<file path="src/verilog/adcseq_map.svh">
// Purpose: constants for the sample/convert sequencer
// Assumes: ref_clk 250 MHz; serial clock and strobe arrive as pins
// Notes: included by the top-level design file only
`ifndef ADCSEQ_MAP_SVH
`define ADCSEQ_MAP_SVH
`define ADCSEQ_CFG_RESET    12'h800
`define ADCSEQ_CFG_CLKSRC   8
`define ADCSEQ_CFG_SHORT    9
`define ADCSEQ_CFG_MODE_HI  6
`define ADCSEQ_CFG_MODE_LO  5
`define ADCSEQ_CFG_SWP_HI   4
`define ADCSEQ_CFG_SWP_LO   3
`define ADCSEQ_CFG_EOC      2
`define ADCSEQ_CMD_WRITE    4'hA
`define ADCSEQ_CMD_READ     4'hE
`define ADCSEQ_CMD_DEFAULT  4'hF
`define ADCSEQ_CMD_BITS     6'h04
`define ADCSEQ_SHORT_END    6'h10
`define ADCSEQ_LONG_END     6'h30
`define ADCSEQ_FRAME_BITS   6'h10
`define ADCSEQ_EXT_DLY_NS   15
`define ADCSEQ_CLK_NS       4
`define ADCSEQ_DIV4         2'h3
`define ADCSEQ_PIN_IDLE     5'h0E
`endif

</file>
<file path="src/verilog/adcseq_pkg.sv">
// Purpose: types for the sample/convert sequencer
// Assumes: nothing
// Notes: states of the sequencer
package adcseq_pkg;
  typedef enum logic [2:0] {ST_IDLE, ST_CMD, ST_SAMPLE, ST_EXT, ST_CONV, ST_WAIT} adcseq_state_t;
  typedef enum logic [1:0] {MD_ONE, MD_REPEAT, MD_SWEEP, MD_RSWEEP} adcseq_mode_t;
endpackage

</file>
<file path="src/verilog/adcseq_sync.sv">
// Purpose: two-flop synchroniser for a group of pin inputs
// Assumes: inputs asynchronous to ref_clk
// Notes: first stage read only by second
`timescale 1ns/10ps
module adcseq_sync #(
  parameter int           W       = 4,
  parameter logic [W-1:0] RST_VAL = '1
) (
  input  wire logic         ref_clk,
  input  wire logic         rst,
  input  wire logic [W-1:0] async_in,
  output logic      [W-1:0] sync_out
);
  logic [W-1:0] meta_q;
  genvar i;
  generate
    for (i = 0; i < W; i++) begin : g_bit
      always_ff @(posedge ref_clk or posedge rst) begin
        if (rst) begin
          meta_q[i]   <= RST_VAL[i];
          sync_out[i] <= RST_VAL[i];
        end else begin
          meta_q[i]   <= async_in[i];
          sync_out[i] <= meta_q[i];
        end
      end
    end
  endgenerate
endmodule // adcseq_sync

</file>
<file path="src/verilog/adcseq_buf2.sv">
// Purpose: two-entry valid/ready buffer for converted results
// Assumes: one clock
// Notes: full and empty are exact
`timescale 1ns/10ps
module adcseq_buf2 #(
  parameter int W = 4
) (
  input  wire logic         ref_clk,
  input  wire logic         rst,
  input  wire logic         in_valid,
  output logic              in_ready,
  input  wire logic [W-1:0] in_data,
  output logic              out_valid,
  input  wire logic         out_ready,
  output logic      [W-1:0] out_data
);
  logic [W-1:0] mem_q [2];
  logic         wp_q;
  logic         rp_q;
  logic [1:0]   cnt_q;
  logic         push;
  logic         pop;
  assign in_ready  = (cnt_q != 2'h2);
  assign out_valid = (cnt_q != 2'h0);
  assign out_data  = mem_q[rp_q];
  assign push      = in_valid && in_ready;
  assign pop       = out_valid && out_ready;
  always_ff @(posedge ref_clk or posedge rst) begin
    if (rst) begin
      mem_q[0] <= '0;
      mem_q[1] <= '0;
      wp_q     <= 1'b0;
      rp_q     <= 1'b0;
      cnt_q    <= 2'h0;
    end else begin
      if (push) begin
        mem_q[wp_q] <= in_data;
        wp_q        <= ~wp_q;
      end
      if (pop) begin
        rp_q <= ~rp_q;
      end
      cnt_q <= cnt_q + {1'b0, push} - {1'b0, pop};
    end
  end
  a_buf_no_over: assert property (@(posedge ref_clk) disable iff (rst) cnt_q <= 2'h2)
    else $error("buffer overfilled");
endmodule // adcseq_buf2

</file>
<file path="src/verilog/adcseq_top.sv">
// Purpose: sampling and conversion sequencer of a serial multichannel converter
// Assumes: serial clock, chip select, frame sync, strobe and serial_in are pins
// Notes: conversion result data itself is an external input sampled at conversion end
`timescale 1ns/10ps
`include "adcseq_map.svh"
module adcseq_top #(
  parameter int          RES_W      = 14,
  parameter logic [4:0]  CONV_CLKS  = 5'h12,
  parameter logic [7:0]  OSC_DIV    = 8'h26,
  parameter int          QDEPTH     = 8
) (
  input  wire logic             ref_clk,
  input  wire logic             rst,
  input  wire logic             sclk,
  input  wire logic             cs_n,
  input  wire logic             frame_sync,
  input  wire logic             ext_sample_trigger_n,
  input  wire logic             serial_in,
  input  wire logic [RES_W-1:0] adc_result,
  input  wire logic             res_ready,
  output logic                  res_valid,
  output logic      [RES_W-1:0] res_data,
  output logic      [2:0]       sample_channel,
  output logic                  sampling,
  output logic                  conversion_done_n,
  output logic                  int_n,
  output logic      [11:0]      cfg_word_out
);
  localparam int EXT_CYC = (`ADCSEQ_EXT_DLY_NS + `ADCSEQ_CLK_NS - 1) / `ADCSEQ_CLK_NS;
  localparam logic [2:0] EXT_CYC_W = 3'(EXT_CYC);
  logic [4:0] sy;
  logic       sclk_s, cs_s, fs_s, strb_s, sdi_s;
  logic       sclk_p, cs_p, fs_p, strb_p;
  // reset value matches the idle pin levels so no false edge follows reset
  adcseq_sync #(.W(5), .RST_VAL(`ADCSEQ_PIN_IDLE)) u_sync (
    .ref_clk   (ref_clk),
    .rst       (rst),
    .async_in  ({sclk, cs_n, frame_sync, ext_sample_trigger_n, serial_in}),
    .sync_out  (sy)
  );
  assign {sclk_s, cs_s, fs_s, strb_s, sdi_s} = sy;
  always_ff @(posedge ref_clk or posedge rst) begin
    if (rst) begin
      sclk_p <= 1'b0;
      cs_p   <= 1'b1;
      fs_p   <= 1'b1;
      strb_p <= 1'b1;
    end else begin
      sclk_p <= sclk_s;
      cs_p   <= cs_s;
      fs_p   <= fs_s;
      strb_p <= strb_s;
    end
  end
  logic sclk_fall, sclk_rise, frame_start, strb_fall, strb_rise;
  assign sclk_fall   = sclk_p && !sclk_s;
  assign sclk_rise   = !sclk_p && sclk_s;
  assign frame_start = (cs_p && !cs_s && fs_s) || (!fs_p && fs_s && !cs_s);
  assign strb_fall   = strb_p && !strb_s;
  assign strb_rise   = !strb_p && strb_s;

  adcseq_pkg::adcseq_state_t st_q;
  logic [11:0] cfg_q;
  logic [5:0]  bit_q;
  logic [15:0] sh_q;
  logic [3:0]  cmd_q;
  logic [2:0]  chan_q;
  logic        ext_q;
  logic [1:0]  exit_q;
  logic        armed_q;
  logic        full_q;
  logic [2:0]  sidx_q;
  logic [3:0]  qcnt_q;
  logic [4:0]  cc_q;
  logic [1:0]  div4_q;
  logic [7:0]  osc_q;
  logic [2:0]  dly_q;
  logic        conv_tick;
  adcseq_pkg::adcseq_mode_t mode;
  assign mode = adcseq_pkg::adcseq_mode_t'(cfg_q[`ADCSEQ_CFG_MODE_HI:`ADCSEQ_CFG_MODE_LO]);
  logic [3:0] qlimit;
  // trigger level: levels 7,5,3,1 filled means 8,6,4,2 results
  assign qlimit = 4'(QDEPTH) - {1'b0, cfg_q[1:0], 1'b0};
  logic [2:0] swp_chan;
  always_comb begin
    case (cfg_q[`ADCSEQ_CFG_SWP_HI:`ADCSEQ_CFG_SWP_LO])
      2'h0:    swp_chan = sidx_q;
      2'h1:    swp_chan = {sidx_q[1:0], 1'b0};
      2'h2:    swp_chan = {sidx_q[2:1], 1'b0};
      default: swp_chan = {1'b0, sidx_q[0], 1'b0};
    endcase
  end
  logic is_sweep;
  assign is_sweep = (mode == adcseq_pkg::MD_SWEEP) || (mode == adcseq_pkg::MD_RSWEEP);
  // conversion clock: oscillator divider or serial clock divided by four
  always_ff @(posedge ref_clk or posedge rst) begin
    if (rst) begin
      osc_q  <= 8'h00;
      div4_q <= 2'h0;
    end else begin
      osc_q <= (osc_q == OSC_DIV) ? 8'h00 : osc_q + 8'h01;
      if (sclk_fall) begin
        div4_q <= div4_q + 2'h1;
      end
    end
  end
  assign conv_tick = cfg_q[`ADCSEQ_CFG_CLKSRC] ? (sclk_fall && div4_q == `ADCSEQ_DIV4)
                                               : (osc_q == OSC_DIV);
  logic start_op;
  logic cmd_done;
  assign cmd_done = (st_q == adcseq_pkg::ST_CMD) && sclk_fall && bit_q == `ADCSEQ_CMD_BITS - 6'h01;
  logic [3:0] cmd_now;
  assign cmd_now = {sh_q[2:0], sdi_s};
  logic in_op;
  assign in_op = (mode != adcseq_pkg::MD_ONE) && armed_q;
  // serial shift and bit count of the frame
  always_ff @(posedge ref_clk or posedge rst) begin
    if (rst) begin
      bit_q <= 6'h00;
      sh_q  <= 16'h0000;
    end else if (frame_start) begin
      bit_q <= 6'h00;
      sh_q  <= 16'h0000;
    end else if (sclk_fall && !cs_s && bit_q != 6'h3F) begin
      bit_q <= bit_q + 6'h01;
      if (bit_q < `ADCSEQ_FRAME_BITS) begin
        sh_q <= {sh_q[14:0], sdi_s};
      end
    end
  end
  // configuration write and hardware default
  always_ff @(posedge ref_clk or posedge rst) begin
    if (rst) begin
      cfg_q <= `ADCSEQ_CFG_RESET;
    end else if (cmd_q == `ADCSEQ_CMD_WRITE && sclk_fall && bit_q == `ADCSEQ_FRAME_BITS - 6'h01) begin
      cfg_q <= {sh_q[10:0], sdi_s};
    end else if (cmd_q == `ADCSEQ_CMD_DEFAULT && sclk_fall && bit_q == `ADCSEQ_FRAME_BITS - 6'h01) begin
      cfg_q <= `ADCSEQ_CFG_RESET;
    end
  end
  logic cfg_wr;
  assign cfg_wr = cmd_q == `ADCSEQ_CMD_WRITE && sclk_fall && bit_q == `ADCSEQ_FRAME_BITS - 6'h01;
  logic conv_end;
  assign conv_end = (st_q == adcseq_pkg::ST_CONV) && dly_q == 3'h0 && cc_q == 5'h00;
  logic last_res;
  assign last_res = (qcnt_q + 4'h1 == qlimit);
  // extended sampling entry and exit
  always_ff @(posedge ref_clk or posedge rst) begin
    if (rst) begin
      ext_q  <= 1'b0;
      exit_q <= 2'h0;
    end else if (strb_fall) begin
      ext_q  <= 1'b1;
      exit_q <= 2'h0;
    end else if (ext_q && strb_s && frame_start) begin
      exit_q <= exit_q + 2'h1;
      if (exit_q == 2'h1) begin
        ext_q <= 1'b0;
      end
    end
  end
  // main sequencer
  always_ff @(posedge ref_clk or posedge rst) begin
    if (rst) begin
      st_q    <= adcseq_pkg::ST_IDLE;
      cmd_q   <= 4'h0;
      chan_q  <= 3'h0;
      armed_q <= 1'b0;
      full_q  <= 1'b0;
      sidx_q  <= 3'h0;
      qcnt_q  <= 4'h0;
      cc_q    <= 5'h00;
      dly_q   <= 3'h0;
    end else begin
      if (cfg_wr) begin
        qcnt_q  <= 4'h0;
        full_q  <= 1'b0;
        armed_q <= 1'b0;
        sidx_q  <= 3'h0;
      end
      case (st_q)
        adcseq_pkg::ST_IDLE: begin
          if (frame_start) begin
            st_q <= adcseq_pkg::ST_CMD;
          end else if (strb_fall && armed_q && !(full_q && mode == adcseq_pkg::MD_SWEEP)) begin
            st_q   <= adcseq_pkg::ST_EXT;
            full_q <= 1'b0;
          end
        end
        adcseq_pkg::ST_CMD: begin
          if (cmd_done) begin
            cmd_q <= cmd_now;
            if (cmd_now == `ADCSEQ_CMD_READ) begin
              full_q <= 1'b0;
              qcnt_q <= 4'h0;
              st_q   <= adcseq_pkg::ST_IDLE;
            end else if (cmd_now == `ADCSEQ_CMD_WRITE || cmd_now == `ADCSEQ_CMD_DEFAULT) begin
              st_q <= adcseq_pkg::ST_IDLE;
            end else if ((full_q && mode == adcseq_pkg::MD_SWEEP) || (ext_q && exit_q == 2'h1)) begin
              st_q <= adcseq_pkg::ST_IDLE;
            end else begin
              if (!in_op) begin
                chan_q  <= cmd_now[2:0];
                armed_q <= 1'b1;
                qcnt_q  <= 4'h0;
                sidx_q  <= 3'h0;
                full_q  <= 1'b0;
              end
              st_q <= ext_q ? adcseq_pkg::ST_IDLE : adcseq_pkg::ST_SAMPLE;
            end
          end
        end
        adcseq_pkg::ST_SAMPLE: begin
          if (sclk_fall && bit_q == (cfg_q[`ADCSEQ_CFG_SHORT] ? `ADCSEQ_SHORT_END : `ADCSEQ_LONG_END) - 6'h01) begin
            st_q  <= adcseq_pkg::ST_CONV;
            cc_q  <= CONV_CLKS;
            dly_q <= EXT_CYC_W;
          end
        end
        adcseq_pkg::ST_EXT: begin
          if (strb_rise) begin
            st_q  <= adcseq_pkg::ST_CONV;
            cc_q  <= CONV_CLKS;
            dly_q <= EXT_CYC_W;
          end
        end
        adcseq_pkg::ST_CONV: begin
          if (cc_q != 5'h00) begin
            if (conv_tick) begin
              cc_q <= cc_q - 5'h01;
            end
          end else if (dly_q != 3'h0) begin
            dly_q <= dly_q - 3'h1;
          end else begin
            st_q <= adcseq_pkg::ST_IDLE;
            if (mode == adcseq_pkg::MD_ONE) begin
              armed_q <= 1'b0;
            end else if (last_res) begin
              qcnt_q  <= 4'h0;
              sidx_q  <= 3'h0;
              full_q  <= 1'b1;
              armed_q <= (mode != adcseq_pkg::MD_SWEEP) && ext_q;
            end else begin
              qcnt_q <= qcnt_q + 4'h1;
              sidx_q <= sidx_q + 3'h1;
            end
          end
        end
        default: st_q <= adcseq_pkg::ST_IDLE;
      endcase
    end
  end
  // result hand-off and pin outputs
  logic       buf_ready;
  logic       push_q;
  logic [RES_W-1:0] push_d_q;
  always_ff @(posedge ref_clk or posedge rst) begin
    if (rst) begin
      push_q   <= 1'b0;
      push_d_q <= '0;
    end else begin
      if (conv_end) begin
        push_q   <= 1'b1;
        push_d_q <= adc_result;
      end else if (buf_ready) begin
        push_q <= 1'b0;
      end
    end
  end
  logic             bv;
  logic [RES_W-1:0] bd;
  adcseq_buf2 #(.W(RES_W)) u_buf (
    .ref_clk   (ref_clk),
    .rst       (rst),
    .in_valid  (push_q),
    .in_ready  (buf_ready),
    .in_data   (push_d_q),
    .out_valid (bv),
    .out_ready (res_ready || !res_valid),
    .out_data  (bd)
  );
  always_ff @(posedge ref_clk or posedge rst) begin
    if (rst) begin
      res_valid <= 1'b0;
      res_data  <= '0;
    end else if (!res_valid || res_ready) begin
      res_valid <= bv;
      if (bv) begin
        res_data <= bd;
      end
    end
  end
  logic eoc_mode;
  assign eoc_mode = cfg_q[`ADCSEQ_CFG_EOC] && mode == adcseq_pkg::MD_ONE;
  always_ff @(posedge ref_clk or posedge rst) begin
    if (rst) begin
      conversion_done_n <= 1'b1;
      int_n             <= 1'b1;
      sampling          <= 1'b0;
      sample_channel    <= 3'h0;
      cfg_word_out      <= `ADCSEQ_CFG_RESET;
    end else begin
      cfg_word_out   <= cfg_q;
      sampling       <= st_q == adcseq_pkg::ST_SAMPLE || st_q == adcseq_pkg::ST_EXT;
      sample_channel <= is_sweep ? swp_chan : chan_q;
      conversion_done_n <= !(eoc_mode && st_q == adcseq_pkg::ST_CONV && !conv_end);
      if (!eoc_mode && conv_end && (mode == adcseq_pkg::MD_ONE || last_res)) begin
        int_n <= 1'b0;
      end else if (frame_start || strb_fall) begin
        int_n <= 1'b1;
      end
    end
  end
  a_done_in_conv: assert property (@(posedge ref_clk) disable iff (rst)
    !conversion_done_n |-> $past(st_q) == adcseq_pkg::ST_CONV)
    else $error("done low outside conversion");
  a_conv_min_len: assert property (@(posedge ref_clk) disable iff (rst)
    $rose(st_q == adcseq_pkg::ST_CONV) |-> (st_q == adcseq_pkg::ST_CONV) [*3])
    else $error("conversion too short");
  a_sweep_idle: assert property (@(posedge ref_clk) disable iff (rst)
    cmd_done && full_q && mode == adcseq_pkg::MD_SWEEP |=> st_q == adcseq_pkg::ST_IDLE)
    else $error("sweep restarted while queue full");
  a_qcnt_bound: assert property (@(posedge ref_clk) disable iff (rst) qcnt_q < qlimit || qcnt_q == 4'h0)
    else $error("queue count past trigger level");
  a_cfg_clear: assert property (@(posedge ref_clk) disable iff (rst) cfg_wr |=> qcnt_q == 4'h0)
    else $error("queue not cleared on write");
  a_ext_dly: assert property (@(posedge ref_clk) disable iff (rst)
    st_q == adcseq_pkg::ST_EXT && strb_rise |=> st_q == adcseq_pkg::ST_CONV)
    else $error("strobe rise did not start conversion");
  a_no_samp_rd: assert property (@(posedge ref_clk) disable iff (rst)
    cmd_done && cmd_now == `ADCSEQ_CMD_READ |=> st_q == adcseq_pkg::ST_IDLE)
    else $error("queue read started sampling");
  a_int_level: assert property (@(posedge ref_clk) disable iff (rst)
    $fell(int_n) |-> !eoc_mode)
    else $error("interrupt in end-of-conversion mode");
endmodule // adcseq_top

</file>
<file path="config.mk">
export PLATFORM = sky130hd
export DESIGN_NAME = adcseq_top
export DESIGN_NICKNAME = d
export VERILOG_FILES = /design/src/verilog/adcseq_pkg.sv /design/src/verilog/adcseq_sync.sv /design/src/verilog/adcseq_buf2.sv /design/src/verilog/adcseq_top.sv
export VERILOG_INCLUDE_DIRS = /design/src /design/src/verilog
export SDC_FILE = /design/constraint.sdc
export NUM_CORES = 1
export LEC_CHECK = 0
export BUFFER_PORTS_ARGS = -buffer_cell sky130_fd_sc_hd__buf_2
export CORE_MARGIN = 10
export CORE_UTILIZATION = 50
export CTS_BUF_LIST = sky130_fd_sc_hd__clkbuf_2
export DETAILED_ROUTE_END_ITERATION = 8
export PLACE_DENSITY = 0.77
export SLEW_MARGIN = 20
export SYNTH_ARGS = -nofsm -noshare
export SYNTH_HDL_FRONTEND = slang
export SYNTH_SLANG_ARGS = --single-unit
</file>
<file path="constraint.sdc">
create_clock -name ref_clk -period 10.5 [get_ports ref_clk]
set_input_delay 1.575 -clock ref_clk [delete_from_list [all_inputs] [get_ports ref_clk]]
set_output_delay 1.575 -clock ref_clk [all_outputs]
set_load 0.05 [all_outputs]
</file>
==> metrics.txt, run 1 <==
multi-input logic area=2680 um2; # DRC=0; Mean Syn Cell Area=12.0 um2; Synth cell types=64; Horiz. Die Dim=138 um; crit path kind=flip-flop to output port; I/O pin count=55; Worst Hold Depth=0; Worst path depth=1; combinational share of power=24.9%; Metal-1 WL=5900 um; DRT Pass-1 Iters=5; CP Launch Type=flip-flop; max layer used=met4; postcts setup bufs=0; internal power=~0.00099 W; GRT Overall Usage=between 15 and 20%; worst hold path type=flip-flop to flip-flop; layout cells sized above 1=26.3%; Cells after DPL=791; sequential standard cell area=around 4000 um2; Area Overhead vs Synth=10.5%; Die H=138 um; CTS tree=done; clk_skew=0.0365 ns; setup violators final=0; Mapped Cells=576; hold-fix buffers at CTS=0; fin cells=between 800 and 900; Row Count=42; status=finished, final reports clean; die area=about 19000 um2; PostCTS Resize Cnt=0; Root Buffer Master=clkbuf_2; CTS Buf Count=17; GPL Wtd Cong=0.817; crit-path cells=buf_2; Clk pwr share=22.7%; power per cell area=a little over 200 nW/um2; crit path max fanout=2; initial core utilization=51.7%; Crit path largest cell delay=0.60 ns; Max Root-Sink Buffers=2; syn_nets=612; flop-to-flop setup slack=7.95 ns; core area=between 10000 and 15000 um2; yosys warns=0; hold path endpoint=u_sync.sync_out[4]; clk slew on worst S/H paths=0.23 ns; CP max stage cell=dfstp_2; net switching power=roughly 0.00055 W; vias in the first global route=4747; vias=4522; fin crit period=3.17 ns; Layout fillers=roughly 1100; Slew Viols, Final=0; first-pass GRT wire length=between 20000 and 25000 um; max_slew headroom=31.5%; maximum VDD drop=0.107 mV; Port Buf Inserts=54; EDFF count, synth=0; Vias/cell=5.49; CP arrival=1.60 ns; post-layout net count=670; DR WL met2=6560 um; n_diodes=0; sequential share of power=a little over half; sw frac=35.6%; worst r2r path cells=7; initial antenna violation count=0; Hold Crit Start=u_sync.meta_q[4]; largest net degree at the start of global routing=96; Synth area leader=dfrtp_1; critical path required time=just under 9 ns; r2r startpoint=cc_q[0]; metal3 WL=approximately 720 um; WP buf/inv=1; initial drt markers=282; DR WL/cell=16.3 um; endpoints failing hold=0; CP top delay family=flip-flops; Seq cells post-synth=163; critical path endpoint category=output port; ys async rst share=100%; Leakage=3.59 nW; worst reg2reg endpoint=full_q; setup TNS=0 ns; clock sink count=163; Synth Flop Type=dfrtp_1; Routed Antenna Nets=0; dpl hpwl=just over 9000 um; Fmax achieved=0.315 GHz; Max-Cap Viols=0; H-tree levels=4; post-synth top area share=54.2%; WL final=between 10000 and 15000 um; Clock Latency Late Sink=0.74 ns; ranking of synthesized cells by area=dfrtp_1 (54%), mux2_2 (7.5%), dfstp_2 (4.9%); Syn Std Cell Area=between 6000 and 7000 um2; register area share after synthesis=between 50% and 60%; grt ovf=0; worst slew pin tran=1.02 ns; RSZ-0062 raised after global routing=no; Final period util=30.2%
-- Yosys cell counts, types with 2 or more instances --
master / instances
dfrtp_1: 150
nor2_1: 56
mux2_2: 46
nand2_1: 37
a21oi_1: 29
inv_1: 26
mux2i_1: 26
o21ai_0: 23
nand3_1: 16
ha_1: 14
dfstp_2: 13
a22o_1: 11
clkbuf_1: 11
xnor2_1: 11
xor2_1: 9
a31oi_1: 7
nor2b_1: 7
buf_2: 6
nand4_1: 6
and3_1: 4
nand2b_1: 4
or3b_2: 4
nand3b_1: 3
nor3_1: 3
o22ai_1: 3
a221oi_2: 2
and2_1: 2
buf_1: 2
nor3b_1: 2
nor4_1: 2
o2111ai_1: 2
o21a_1: 2
o31a_1: 2
o31ai_1: 2
o41ai_1: 2
or2_2: 2
or3_1: 2
-- metrics by stage --
stage               cell area (um2)  hold WS (ns)  worst slack (ns)  total power (W)  util (%)
floorplan                      6920         0.331              4.54          0.00111         -
finish                         7650         0.368              7.33          0.00154      57.1
global placement               7380         0.333              7.01          0.00119      55.1
CTS                            7630         0.369              7.29          0.00156      57.0
detailed placement             7380         0.346              6.93          0.00121      55.1
global route                   7650         0.376              7.23          0.00163      57.1
-- final cells by class --
| class | instances | share of cell area (%) |
|---|---|---|
| clock buffers | 19 | 1.24 |
| clock inverters | 13 | 2.08 |
| flip-flops and latches | 163 | 53.5 |
| multi-input cells | 368 | 35.0 |
| repair buffers | 58 | 3.93 |
| well taps | 176 | 2.88 |
| inverters | 26 | 1.34 |
-- worst max-delay path by stage --
stage                     startpoint        endpoint  slack (ns)
after detailed placement   res_ready  u_buf.cnt_q[1]        6.93
after CTS                      int_n           int_n        7.29
after global routing           int_n           int_n        7.23
after floorplan                  rst         armed_q        4.54
final                          int_n           int_n        7.33
after global placement     res_ready  u_buf.cnt_q[1]        7.01
-- placed cells by master (no fill, tap or decap), types with 4 or more instances in the layout --
cell,n
dfstp_2,13
a31oi_1,7
xor2_1,9
xnor2_1,11
buf_2,54
nand4_1,6
buf_4,4
o21ai_0,23
nor2_1,56
nand2b_1,4
clkbuf_2,19
nand2_1,37
inv_1,25
mux2_2,46
nor2b_1,7
ha_1,14
mux2i_1,26
a21oi_1,28
dfrtp_1,150
or3b_2,4
a22o_1,11
and3_1,4
nand3_1,16
-- power by group through the flow --
stage	sequential (W)	clock (W)	combinational, W
2_1_floorplan	0.000896	0	0.000211
3_3_place_gp	0.000813	0	0.000372
6_report	0.000809	0.000349	0.000384
4_1_cts	0.000809	0.000359	0.000389
3_5_place_dp	0.000821	0	0.000387
5_1_grt	0.000824	0.000386	0.000425
-- sequential cells by signal, summed over array words and instances, names as in the netlist, 5 cells and up --
name and count:
u_buf.mem_q 28, push_d_q 14, res_data 14, cfg_q 12, cfg_word_out 12, sh_q 11
osc_q 8, bit_q 6, cc_q 5, u_sync.meta_q 5, u_sync.sync_out 5
-- cell families after synthesis --
kind of cell               synth area share [%]
buffers and inverters                      2.55
adders and majority gates                  2.53
muxes                                      11.2
and+or+nand+nor                            12.2
AOI/OAI and AO/OA                          9.51
xor gates and xnor gates                   2.86
DFF                                        59.2
-- routing by layer --
| metal | global-route usage, % | vias to the layer above |
|---|---|---|
| met5 | 0 | - |
| met4 | 4.98 | 0 |
| met1 | 18.8 | 2264 |
| li1 | - | 2142 |
| met3 | 4.70 | 19 |
| met2 | 24.5 | 97 |
Power figures use the tool's default switching activity.
==> inputs of run 2 (changes only) <==
Clock period 10.5 ns to 3.1 ns, I/O delays scaled along.
==> metrics.txt, run 2 (synthesized netlist as in run 1, its figures left out) <==
clk slew on worst S/H paths=0.23 ns (about the same); CP Launch Type=flip-flop; critical path endpoint category=flip-flop; most common cell after layout, fill and taps aside=dfrtp_1; Vias/cell=5.39 (-1.9%); Leakage=3.70 nW (+2.9%); endpoints failing hold=0 (unchanged); I/O pin count=55 (unchanged); flop-to-flop setup slack=0.82 ns (-7.13 ns); die area=19000 um2 (unchanged); Horiz. Die Dim=138 um (unchanged); Row Count=42 (unchanged); CP top delay family=simple AND/OR/NAND/NOR gates; CP arrival=2.90 ns (+1.30 ns); DRT Pass-1 Iters=4 (-1); H-tree levels=4 (unchanged); power per cell area=659 nW/um2 (+230%); worst r2r path cells=7 (unchanged); # DRC=0 (unchanged); setup TNS=0 ns (unchanged); WP buf/inv=1 (unchanged); crit path max fanout=7 (+5); largest net degree at the start of global routing=63 (-34%); hold-fix buffers at CTS=21 (+21); worst reg2reg endpoint=cc_q[4]; worst hold path type=input port to async pin; Power Total=0.00521 W (+240%); vias=4574 (+1.1%); Die H=138 um (unchanged); core area=13400 um2 (unchanged); Crit path largest cell delay=0.49 ns (-0.11 ns); Routed Antenna Nets=0 (unchanged); initial core utilization=51.7% (unchanged); clock sink count=163 (unchanged); crit-path cells=inv_1 -> ha_1 -> or4b_4 -> o41ai_4 -> nand3_1 -> nor4_1 -> a221oi_2; PostCTS Resize Cnt=0 (unchanged); WL final=13600 um (+1.5%); most frequent cells in the layout=dfrtp_1 (150), nor2_1 (56), buf_2 (54), mux2_2 (46), nand2_1 (37); crit path kind=flip-flop to flip-flop; max reg flops=28 (unchanged); largest registers=u_buf.mem_q (28), push_d_q (14), res_data (14); post-layout net count=697 (+4.0%); critical path required time=3.73 ns (-5.20 ns); Root Buffer Master=clkbuf_2; first-pass GRT wire length=23200 um (+1.6%); max_slew headroom=36.4% (+4.9 points); Area Overhead vs Synth=14.1%; register with the most flip-flops=u_buf.mem_q; grt ovf=0 (unchanged); n_diodes=0 (unchanged); postcts setup bufs=0 (unchanged); sequential standard cell area=4100 um2 (unchanged); fin crit period=between 2 and 2.5 ns; maximum VDD drop=0.400 mV (+270%); initial drt markers=298 (+5.7%); CTS Buf Count=17 (unchanged); RSZ-0062 raised after global routing=no; vias in the first global route=4634 (-2.4%); Slew Viols, Final=0 (unchanged); Final period util=73.4%; Port Buf Inserts=54 (unchanged); multi-input logic area=2660 um2 (-0.61%); dpl hpwl=9500 um (+1.9%); r2r startpoint=osc_q[0]; GRT Overall Usage=15.4% (+0.24 points); Layout fillers=1053 (-5.1%); status=finished, final reports clean; CP max stage cell=dfrtp_1; clk_skew=0.0406 ns (+0.00409 ns); Max-Cap Viols=0 (unchanged); CTS tree=done; Clock Latency Late Sink=0.75 ns (about the same); DR WL/cell=16.0 um (-1.6%); Fmax achieved=0.440 GHz; Max Root-Sink Buffers=2 (unchanged); GPL Wtd Cong=0.840 (+2.9%); layout cells sized above 1=26.0% (-0.27 points); setup violators final=0 (unchanged); initial antenna violation count=0 (unchanged); worst slew pin tran=0.947 ns (-0.0766 ns)
## run 2: cell count changes in the layout (fill, tap and decap cells not counted), sizes merged
cell / previous run / this run
bufinv: 3 / 2
dlygate4sd3: 0 / 21
clkbuf: 19 / 17
inv: 28 / 29
clkinvlp: 1 / 2
buf: 58 / 64
## run 2: worst max path at each step
stage	start	endpoint	slack, ns	cells after the start
CTS	osc_q[0]	cc_q[4]	0.81	7
detailed placement	osc_q[0]	cc_q[4]	0.82	7
global route	bit_q[4]	qcnt_q[2]	0.62	5
finish	osc_q[0]	cc_q[4]	0.82	7
floorplan	rst	armed_q	0.57	1
global placement	osc_q[0]	cc_q[4]	0.93	7
## run 2: tightest hold or removal path: stages
cell and delay [ns]:
dlygate4sd3_1 0.53, buf_2 0.13, clkinvlp_4 0.26
## run 2: final cells by class
cell class | instances | share of cell area, %
repair buffers | 85 | 7.35
multi-input cells | 368 | 33.7
inverters | 26 | 1.28
well taps | 176 | 2.79
clock buffers | 17 | 1.08
clock inverters | 14 | 1.96
flip-flops and latches | 163 | 51.9
## run 2: where the power goes
part / switching [W] / total, W / internal (W)
combinational: 0.000855 / 0.00134 / 0.000482
sequential: 0.000284 / 0.00274 / 0.00245
clock: 0.000754 / 0.00113 / 0.000380
## run 2: layer usage
layer | global-route usage [%] | part of all wire [%] | vias up
met5 | 0 | 0 | -
met4 | 6.15 | 1.5 | 0
met3 | 4.19 | 5.6 | 16
met2 | 23.5 | 47 | 105
met1 | 20.3 | 46 | 2245
li1 | - | - | 2208
## run 2: stage by stage
step	util (%)	cell area (um2)	setup slack, ns	hold slack, ns	cells
floorplan	-	6930	0.575	0.331	576
global placement	55.6	7450	0.934	0.332	797
detailed placement	55.6	7450	0.819	0.335	797
CTS	58.9	7900	0.807	0.130	849
global route	58.9	7900	0.623	0.131	849
finish	58.9	7900	0.825	0.199	849
